### src/shared/spp_map.vh
// Constants for the setpoint program run/hold sequencer
`ifndef SPP_MAP_VH
`define SPP_MAP_VH

// Register indices
`define REG_CTRL        4'h0
`define REG_STATUS      4'h1
`define REG_SEGMENT     4'h2
`define REG_TIME        4'h3
`define REG_CYCLES      4'h4
`define REG_SEG_CFG     4'h5
`define REG_DIN_CFG     4'h6
`define REG_SOAK        4'h7
`define REG_PROC        4'h8

// Control register fields
`define CTRL_RUN_KEY    0
`define CTRL_HOLD_KEY   1
`define CTRL_END_HOLD   2
`define CTRL_END_LAST   3
`define CTRL_PWR_AUTO   4
`define CTRL_HOLD_SOAK  5

// Digital input functions
`define DIN_NONE        3'h0
`define DIN_RUN_HOLD    3'h1
`define DIN_RESTART_CYCLE_FUNCTION       3'h2
`define DIN_BEGIN       3'h3
`define DIN_FN_RUN      3'h4

// Limits and reset values
`define SEG_FIRST       4'h1
`define SEG_LAST        4'hC
`define CYC_MAX         7'h63
`define CYCLES_RST      7'h00
`define SEG_MASK_RST    12'hAAA

// Timing: one minute tick at 200 MHz
`define MINUTE_NS       64'd60000000000
`define CLK_NS          64'd5
`define MINUTE_CYC      40'd12000000000
`define DEB_NS          20'd1000000
`define DEB_CYC         20'd200000
`define BLINK_BIT       26

`endif

### src/logic/spp_sequencer.v
// Setpoint program run/hold sequencer with register port and contact inputs
// What this block does
// - Program parameter writes accepted in hold or after end, refused while running.
// - Run key starts the program and lights the run indicator.
// - Hold key enters hold, freezing the working setpoint, hold indicator on.
// - External hold contact closing while running enters hold.
// - Keypad run/hold request outranks the external switch.
// - Reopening the external hold contact resumes running.
// - Report segment 1..12, ramp or soak, and remaining hours and minutes.
// - Keep and report cycles left, range 0 to 99.
// - After last segment: hold if configured, else disable and clear run.
// - After end: keep last setpoint or go manual with failsafe output.
// - Power-up after loss: hold, at program start, pre-program setpoint.
// - Power-up control mode is always manual; the power-up mode bit is read at its reset value 0.
// - Contact for run function closing enters running.
// - Contact for hold function closing enters hold only while running; from hold or end the mode is unchanged.
// - Restart-cycle contact returns to first segment, mode unchanged.
// - Opening run contact, or hold contact after it entered hold, restores the previous state; opening restart contact restores the previous segment.
// - Begin contact returns to first segment in hold; reopening ignored.
// - Begin leaves the remaining cycle count unchanged.
// - Hold indicator flashes while a hold entered by the external hold contact lasts, until the contact opens or the state changes.
// - Zero soak band: soak timing starts once setpoint first reached.
// - Nonzero soak band: soak timer halts while PV outside the band.
`include "spp_map.vh"
`default_nettype none

module spp_sequencer #(
    parameter [39:0] MINUTE_CYCLES = `MINUTE_CYC,
    parameter [19:0] DEB_CYCLES    = `DEB_CYC
) (
    input  wire        core_clk_i,
    input  wire        resetn_i,
    input  wire [3:0]  addr_i,
    input  wire [15:0] wdata_i,
    input  wire        wr_i,
    input  wire        rd_i,
    output reg  [15:0] rdata_o,
    input  wire        din_contact_i,
    input  wire        pv_at_sp_i,
    input  wire        pv_in_band_i,
    output reg         running_o,
    output reg         hold_ind_o,
    output reg         sp_frozen_o,
    output reg         sp_restore_o,
    output reg         manual_failsafe_o,
    output reg         manual_mode_o,
    output reg         param_refused_o
);

    localparam [2:0] ST_HOLD = 3'b001;
    localparam [2:0] ST_RUN  = 3'b010;
    localparam [2:0] ST_OFF  = 3'b100;

    reg        rst_m_r;
    reg        rst_n_r;
    reg        din_m_r;
    reg        din_s_r;
    reg        din_stable_r;
    reg [19:0] deb_cnt_r;
    reg [2:0]  state_r;
    reg [2:0]  saved_state_r;
    reg [3:0]  seg_r;
    reg [3:0]  saved_seg_r;
    reg [5:0]  min_r;
    reg [7:0]  hrs_r;
    reg [39:0] tick_cnt_r;
    reg [6:0]  cycles_r;
    reg [6:0]  cycles_cfg_r;
    reg [5:0]  ctrl_r;
    reg [2:0]  din_fn_r;
    reg [11:0] seg_soak_r;
    reg [13:0] seg_time_r;
    reg        soak_armed_r;
    reg        soak_band_nz_r;
    reg [26:0] blink_r;
    reg        ext_hold_r;
    reg        power_up_mode_setting_r;
    reg        rd_pend_r;
    reg [15:0] rd_val_r;
    reg [2:0]  state_nxt;

    wire din_rise;
    wire din_fall;
    wire minute_tick;
    wire is_soak;
    wire seg_done;
    wire param_wr;

    // Segment type lookup, bit per segment
    function seg_is_soak;
        input [11:0] mask;
        input [3:0]  seg;
        begin
            seg_is_soak = mask[seg - `SEG_FIRST];
        end
    endfunction

    // Reset release through two flops
    always @(posedge core_clk_i or negedge resetn_i) begin
        if (!resetn_i) begin
            rst_m_r <= 1'b0;
            rst_n_r <= 1'b0;
        end else begin
            rst_m_r <= 1'b1;
            rst_n_r <= rst_m_r;
        end
    end

    // Contact synchroniser and debouncer
    always @(posedge core_clk_i or negedge rst_n_r) begin
        if (!rst_n_r) begin
            din_m_r      <= 1'b0;
            din_s_r      <= 1'b0;
            din_stable_r <= 1'b0;
            deb_cnt_r    <= 20'h00000;
        end else begin
            din_m_r <= din_contact_i;
            din_s_r <= din_m_r;
            if (din_s_r == din_stable_r) begin
                deb_cnt_r <= 20'h00000;
            end else if (deb_cnt_r == DEB_CYCLES - 20'h00001) begin
                deb_cnt_r    <= 20'h00000;
                din_stable_r <= din_s_r;
            end else begin
                deb_cnt_r <= deb_cnt_r + 20'h00001;
            end
        end
    end

    assign din_rise = (din_s_r != din_stable_r) && din_s_r &&
                      (deb_cnt_r == DEB_CYCLES - 20'h00001);
    assign din_fall = (din_s_r != din_stable_r) && !din_s_r &&
                      (deb_cnt_r == DEB_CYCLES - 20'h00001);

    assign minute_tick = (tick_cnt_r == MINUTE_CYCLES - 40'h0000000001);
    assign is_soak     = seg_is_soak(seg_soak_r, seg_r);
    assign seg_done    = (hrs_r == 8'h00) && (min_r == 6'h00);
    assign param_wr    = wr_i && (addr_i == `REG_SEG_CFG ||
                         addr_i == `REG_CYCLES ||
                         addr_i == `REG_DIN_CFG || addr_i == `REG_SOAK ||
                         addr_i == `REG_TIME);

    // Run/hold decision
    always @* begin
        state_nxt = state_r;
        if (wr_i && addr_i == `REG_CTRL && wdata_i[`CTRL_RUN_KEY]) begin
            state_nxt = ST_RUN;
        end else if (wr_i && addr_i == `REG_CTRL &&
                     wdata_i[`CTRL_HOLD_KEY]) begin
            state_nxt = ST_HOLD;
        end else if (din_rise) begin
            case (din_fn_r)
                `DIN_RUN_HOLD: begin
                    if (state_r == ST_RUN) begin
                        state_nxt = ST_HOLD;
                    end
                end
                `DIN_BEGIN: state_nxt = ST_HOLD;
                `DIN_FN_RUN: begin
                    state_nxt = ST_RUN;
                end
                default: state_nxt = state_r;
            endcase
        end else if (din_fall) begin
            case (din_fn_r)
                `DIN_RUN_HOLD: begin
                    if (ext_hold_r) begin
                        state_nxt = saved_state_r;
                    end
                end
                `DIN_FN_RUN: begin
                    state_nxt = saved_state_r;
                end
                default: state_nxt = state_r;
            endcase
        end else if (state_r == ST_RUN && seg_done && minute_tick &&
                     seg_r == `SEG_LAST && cycles_r == 7'h00) begin
            state_nxt = ctrl_r[`CTRL_END_HOLD] ? ST_HOLD : ST_OFF;
        end
    end

    // Sequencer state, segment and timers
    always @(posedge core_clk_i or negedge rst_n_r) begin
        if (!rst_n_r) begin
            state_r       <= ST_HOLD;
            saved_state_r <= ST_HOLD;
            seg_r         <= `SEG_FIRST;
            saved_seg_r   <= `SEG_FIRST;
            min_r         <= 6'h00;
            hrs_r         <= 8'h00;
            tick_cnt_r    <= 40'h0000000000;
            cycles_r      <= `CYCLES_RST;
            soak_armed_r  <= 1'b0;
            ext_hold_r    <= 1'b0;
            power_up_mode_setting_r      <= 1'b1;
        end else begin
            state_r  <= state_nxt;
            power_up_mode_setting_r <= 1'b0;
            if (din_rise && din_fn_r == `DIN_FN_RUN) begin
                saved_state_r <= state_r;
                ext_hold_r    <= 1'b0;
            end else if (din_rise && din_fn_r == `DIN_RUN_HOLD) begin
                saved_state_r <= state_r;
                ext_hold_r    <= (state_r == ST_RUN);
            end else if (din_fall || state_nxt != state_r) begin
                ext_hold_r <= 1'b0;
            end
            if (din_rise && din_fn_r == `DIN_RESTART_CYCLE_FUNCTION) begin
                saved_seg_r <= seg_r;
                seg_r       <= `SEG_FIRST;
                hrs_r       <= seg_time_r[13:6];
                min_r       <= seg_time_r[5:0];
            end else if (din_fall && din_fn_r == `DIN_RESTART_CYCLE_FUNCTION) begin
                seg_r <= saved_seg_r;
            end else if (din_rise && din_fn_r == `DIN_BEGIN) begin
                seg_r <= `SEG_FIRST;
                hrs_r <= seg_time_r[13:6];
                min_r <= seg_time_r[5:0];
            end else if (wr_i && addr_i == `REG_TIME &&
                         state_r != ST_RUN) begin
                hrs_r <= wdata_i[13:6];
                min_r <= (wdata_i[5:0] > 6'h3B) ? 6'h3B : wdata_i[5:0];
            end else if (wr_i && addr_i == `REG_CYCLES &&
                         state_r != ST_RUN) begin
                cycles_r <= (wdata_i[6:0] > `CYC_MAX) ?
                            `CYC_MAX : wdata_i[6:0];
            end else if (state_r == ST_RUN) begin
                if (is_soak && !soak_armed_r && pv_at_sp_i) begin
                    soak_armed_r <= 1'b1;
                end
                if (!is_soak || (soak_armed_r &&
                    (!soak_band_nz_r || pv_in_band_i))) begin
                    if (minute_tick) begin
                        tick_cnt_r <= 40'h0000000000;
                    end else begin
                        tick_cnt_r <= tick_cnt_r + 40'h0000000001;
                    end
                    if (minute_tick) begin
                        if (seg_done) begin
                            soak_armed_r <= 1'b0;
                            hrs_r <= seg_time_r[13:6];
                            min_r <= seg_time_r[5:0];
                            if (seg_r != `SEG_LAST) begin
                                seg_r <= seg_r + 4'h1;
                            end else if (cycles_r != 7'h00) begin
                                seg_r    <= `SEG_FIRST;
                                cycles_r <= cycles_r - 7'h01;
                            end
                        end else if (min_r == 6'h00) begin
                            min_r <= 6'h3B;
                            hrs_r <= hrs_r - 8'h01;
                        end else begin
                            min_r <= min_r - 6'h01;
                        end
                    end
                end
            end
        end
    end

    // Configuration registers, writable only while not running (hold or end)
    always @(posedge core_clk_i or negedge rst_n_r) begin
        if (!rst_n_r) begin
            ctrl_r         <= 6'h00;
            din_fn_r       <= `DIN_NONE;
            seg_soak_r     <= `SEG_MASK_RST;
            seg_time_r     <= 14'h0000;
            soak_band_nz_r <= 1'b0;
            cycles_cfg_r   <= `CYCLES_RST;
        end else if (wr_i && state_r != ST_RUN) begin
            case (addr_i)
                `REG_CTRL:    ctrl_r <= {wdata_i[5:2], 2'b00};
                `REG_DIN_CFG: din_fn_r <= wdata_i[2:0];
                `REG_SEG_CFG: begin
                    seg_soak_r <= wdata_i[11:0];
                end
                `REG_SOAK:    soak_band_nz_r <= (wdata_i != 16'h0000);
                `REG_TIME:    seg_time_r <= wdata_i[13:0];
                `REG_CYCLES:  cycles_cfg_r <= wdata_i[6:0];
                default:      ctrl_r <= ctrl_r;
            endcase
        end
    end

    // Outputs and indicators
    always @(posedge core_clk_i or negedge rst_n_r) begin
        if (!rst_n_r) begin
            blink_r           <= 27'h0000000;
            running_o         <= 1'b0;
            hold_ind_o        <= 1'b0;
            sp_frozen_o       <= 1'b0;
            sp_restore_o      <= 1'b0;
            manual_failsafe_o <= 1'b0;
            manual_mode_o     <= 1'b0;
            param_refused_o   <= 1'b0;
            rdata_o           <= 16'h0000;
        end else begin
            blink_r     <= blink_r + 27'h0000001;
            running_o   <= (state_nxt == ST_RUN);
            sp_frozen_o <= (state_nxt != ST_RUN);
            if (ext_hold_r) begin
                hold_ind_o <= blink_r[`BLINK_BIT];
            end else begin
                hold_ind_o <= (state_nxt == ST_HOLD);
            end
            if (power_up_mode_setting_r) begin
                sp_restore_o  <= 1'b1;
                manual_mode_o <= !ctrl_r[`CTRL_PWR_AUTO];
            end else if (state_nxt == ST_RUN) begin
                sp_restore_o <= 1'b0;
            end
            if (state_nxt == ST_OFF && state_r != ST_OFF) begin
                manual_failsafe_o <= !ctrl_r[`CTRL_END_LAST];
                manual_mode_o     <= !ctrl_r[`CTRL_END_LAST];
            end else if (state_nxt == ST_RUN) begin
                manual_failsafe_o <= 1'b0;
            end
            param_refused_o <= param_wr && state_r == ST_RUN;
            if (rd_i) begin
                case (addr_i)
                    `REG_CTRL:    rdata_o <= {10'h000, ctrl_r};
                    `REG_STATUS:  rdata_o <= {11'h000, ext_hold_r,
                                  din_stable_r, state_r};
                    `REG_SEGMENT: rdata_o <= {11'h000, is_soak, seg_r};
                    `REG_TIME:    rdata_o <= {2'b00, hrs_r, min_r};
                    `REG_CYCLES:  rdata_o <= {9'h000, cycles_r};
                    `REG_SEG_CFG: rdata_o <= {4'h0, seg_soak_r};
                    `REG_DIN_CFG: rdata_o <= {13'h0000, din_fn_r};
                    `REG_SOAK:    rdata_o <= {15'h0000, soak_band_nz_r};
                    default:      rdata_o <= 16'h0000;
                endcase
            end else begin
                rdata_o <= 16'h0000;
            end
        end
    end

endmodule // spp_sequencer

`default_nettype wire

### config.mk
export PLATFORM = sky130hd
export DESIGN_NAME = spp_sequencer
export DESIGN_NICKNAME = d
export VERILOG_FILES = /design/src/logic/spp_sequencer.v
export VERILOG_INCLUDE_DIRS = /design/src /design/src/shared
export SDC_FILE = /design/constraint.sdc
export NUM_CORES = 1
export LEC_CHECK = 0
export ABC_AREA = 1
export BUFFER_PORTS_ARGS = -buffer_cell sky130_fd_sc_hd__buf_2
export CAP_MARGIN = 20
export CORE_MARGIN = 3
export CORE_UTILIZATION = 60
export DETAILED_ROUTE_END_ITERATION = 8
export PLACE_DENSITY_LB_ADDON = 0.08
export SLEW_MARGIN = 30
export SYNTH_ARGS = -nofsm -noshare
export SYNTH_HDL_FRONTEND = slang
export SYNTH_SLANG_ARGS = --single-unit
### constraint.sdc
create_clock -name core_clk_i -period 8 [get_ports core_clk_i]
set_input_delay 1.2 -clock core_clk_i [delete_from_list [all_inputs] [get_ports core_clk_i]]
set_output_delay 1.2 -clock core_clk_i [all_outputs]
set_load 0.02 [all_outputs]
==> results.toml <==
[placement]
routabilityCongestion = 0.949
dpl_worst_slack_ns = 4.59
placed_area_um2 = 11100
hpwl_um = 20300
port_buffers = 47

[synth]
syn_avg_cell_area_um2 = 7.75
yosysWarnings = 0
ys_types = 56
ys_seq_elements = 185
synth_edf_count = 0
synthCells = 1390
netlist_area_um2 = 10800
synthArstFlopShare_pct = 100
yosysSeqAreaShare_pct = 43.1
synth_flop_cell = "dfrtp_1"

[clock_tree]
cts.hold.buffers_added = 0
root_buffer = "clkbuf_16"
cts_buffer_depth = 2
cts_num_sinks = 185
postCtsSetupBuffers = 0
clkTransAtPathRegs_ns = 0.08
cts_buffers = 17
cts_resized = 0
cts_tree = "yes"
clk_latency_ns = 0.45
cts_max_level = 4

[final_layout]
design_area_um2 = 11800
final_common_cell = "nand2_1"
nNetsFinal = 1472
layout_common_cells = "nand2_1 (322), inv_1 (173), dfrtp_1 (173), nor2_1 (161), nand3_1 (79)"
syn_to_final_growth_pct = 9.43
antenna_cells = 0
fin_util_pct = 67.7
drive_gt1_share_pct = 12.0

[route]
vias = 9476
vias_per_cell = 5.67
wirelength_um = 27200
drt_iter0_drc = 951
drc = 0
drtPass1Iterations = 9
drtAntennaViolNets = 0
wl_per_cell_um = 16.3

[sta]
maxSlewViolCount = 0
rsz0062_at_grt = "false"
post-route-period-util_pct = 40.6
clock_skew_ns = 0.0126
finalHoldViolations = 0
fin_ws_ns = 4.75
fin_tns_setup_ns = 0
tightest_slew_ns = 0.771
fmax_ghz = 0.308
slew_headroom_pct = 48.5
setup_viol = 0
fin_crit_ns = 3.25

[outcome]
outcome = "complete, no violations"

[grt]
grt_overflow = 0
grt_max_degree = 184
grt_pass1_wl_um = 44600
grtUsageTotal_pct = 28.0
grt_pass1_vias = 8926
antenna_found_initial = 0

[floorplanning]
num_rows = 48
die_y_um = 140
num_io_pins = 50
die_x_um = 140
dieArea_um2 = 19600
core_area_um2 = 17400
initial_core_util_pct = 61.8

[power_and_ir_drop]
p_leak_nw = 5.44
power_density_nw_per_um2 = 224
power_mw = 2.65
ir_drop_uv = 232

[setup_path]
crit_type = "register to register"
crit_fanout = 58
arrival_ns = 3.62
worst_setup_path_start_kind = "register"
critPathCaptureType = "register"
required_ns = 8.37

[job]
drv_cap = 0

[hold_path]
hold_path.class = "register to async pin"
-- synth_stat cells, types with 5 or more instances --
cell type / n / share of area [%]
o221a_2: 7 / 0.73
nor3_1: 44 / 2.0
ha_1: 12 / 1.4
clkbuf_1: 13 / 0.45
nand3_2: 5 / 0.46
nand2_2: 5 / 0.29
nor2_1: 161 / 5.6
o22ai_1: 10 / 0.58
nand2_1: 322 / 11
o21bai_1: 10 / 0.70
nand4_1: 26 / 1.5
nand2_4: 5 / 0.52
nand3_1: 79 / 3.7
a31oi_1: 5 / 0.29
dfrtp_1: 174 / 40
o21ai_1: 10 / 0.46
buf_2: 5 / 0.23
nor4_1: 11 / 0.64
nor2_2: 9 / 0.52
dfstp_2: 11 / 2.7
xnor2_1: 20 / 1.6
o21ai_2: 25 / 2.0
a221oi_1: 5 / 0.41
o21ai_0: 76 / 3.5
inv_1: 173 / 6.0
a21oi_1: 40 / 1.9
buf_6: 6 / 0.63
inv_2: 9 / 0.31
xor2_1: 51 / 4.1
o31ai_1: 13 / 0.91
-- area by class of cell --
type / count / area (um2)
clock inverters: 15 / 199
clock buffers: 17 / 425
repair buffers: 50 / 290
well taps: 225 / 282
fillers: 1484 / 5630
inverters: 185 / 696
flip-flops and latches: 185 / 4650
multi-input cells: 994 / 5250
-- cells by family after synthesis --
kind of cell | synth area share, %
compound gates | 12.8
xor+xnor | 5.77
fa+ha+maj | 1.39
buf+inv | 8.24
flops | 43.1
other cells | 0.0697
simple gates | 28.6
-- critical path, cell delays in order (launching register included) --
cell	delay, ns
dfstp_2	0.69
inv_2	0.12
ha_1	0.34
inv_1	0.17
a21oi_1	0.06
o21ai_0	0.08
nand2_1	0.06
o211ai_1	0.15
nand2_1	0.07
inv_1	0.13
nand2_4	0.09
nand2_4	0.50
inv_2	0.29
nand2_1	0.16
o21ai_0	0.08
a21oi_1	0.11
-- registers in the layout, summed over array words and instances (netlist names), 3 cells and up --
register	count
blink_r	27
ctrl_r	4
cycles_r	7
deb_cnt_r	20
din_fn_r	3
hrs_r	8
min_r	6
rdata_o	14
saved_seg_r	4
saved_state_r	3
seg_r	4
seg_soak_r	12
seg_time_r	14
state_r	3
tick_cnt_r	40
-- report_power, final --
| part | total [mW] | switching (mW) | internal (mW) |
|---|---|---|---|
| registers | 1.16 | 0.111 | 1.04 |
| clock network | 0.877 | 0.423 | 0.454 |
| logic | 0.612 | 0.395 | 0.217 |
-- metal layers --
layer / track usage [%] / vias up / wire [um]
li1: - / 4606 / -
met1: 37.9 / 4474 / 11500
met2: 46.8 / 345 / 13300
met3: 5.05 / 51 / 1790
met4: 7.39 / 0 / 625
met5: 0 / - / 0
-- stage by stage --
stage          std cells  hold WS, ns
3_5_place_dp        1638        0.339
6_report            1671        0.343
4_1_cts             1670        0.356
2_1_floorplan       1392        0.331
5_1_grt             1671        0.368
3_3_place_gp        1638        0.334
-- worst paths after layout --
| kind | startpoint | to | slack (ns) | cells after the start |
|---|---|---|---|---|
| worst max-delay path | seg_r[0]$_DFFE_PN1P_ | tick_cnt_r[9]$_DFFE_PN0P_ | 4.75 | 15 |
| worst min-delay path | rst_n_r$_DFF_PN0_ | sp_frozen_o$_DFF_PN0_ | 0.34 | 1 |
| worst max register to register | seg_r[0]$_DFFE_PN1P_ | tick_cnt_r[9]$_DFFE_PN0P_ | 4.75 | 15 |
| worst min register to register | rst_n_r$_DFF_PN0_ | sp_frozen_o$_DFF_PN0_ | 0.34 | 1 |
| max in group asynchronous | rst_n_r$_DFF_PN0_ | seg_time_r[12]$_DFFE_PN0P_ | 6.78 | 2 |
| min in group core_clk_i | din_m_r$_DFF_PN0_ | din_s_r$_DFF_PN0_ | 0.35 | 0 |
No activity file was read; power rests on OpenSTA's default activity.
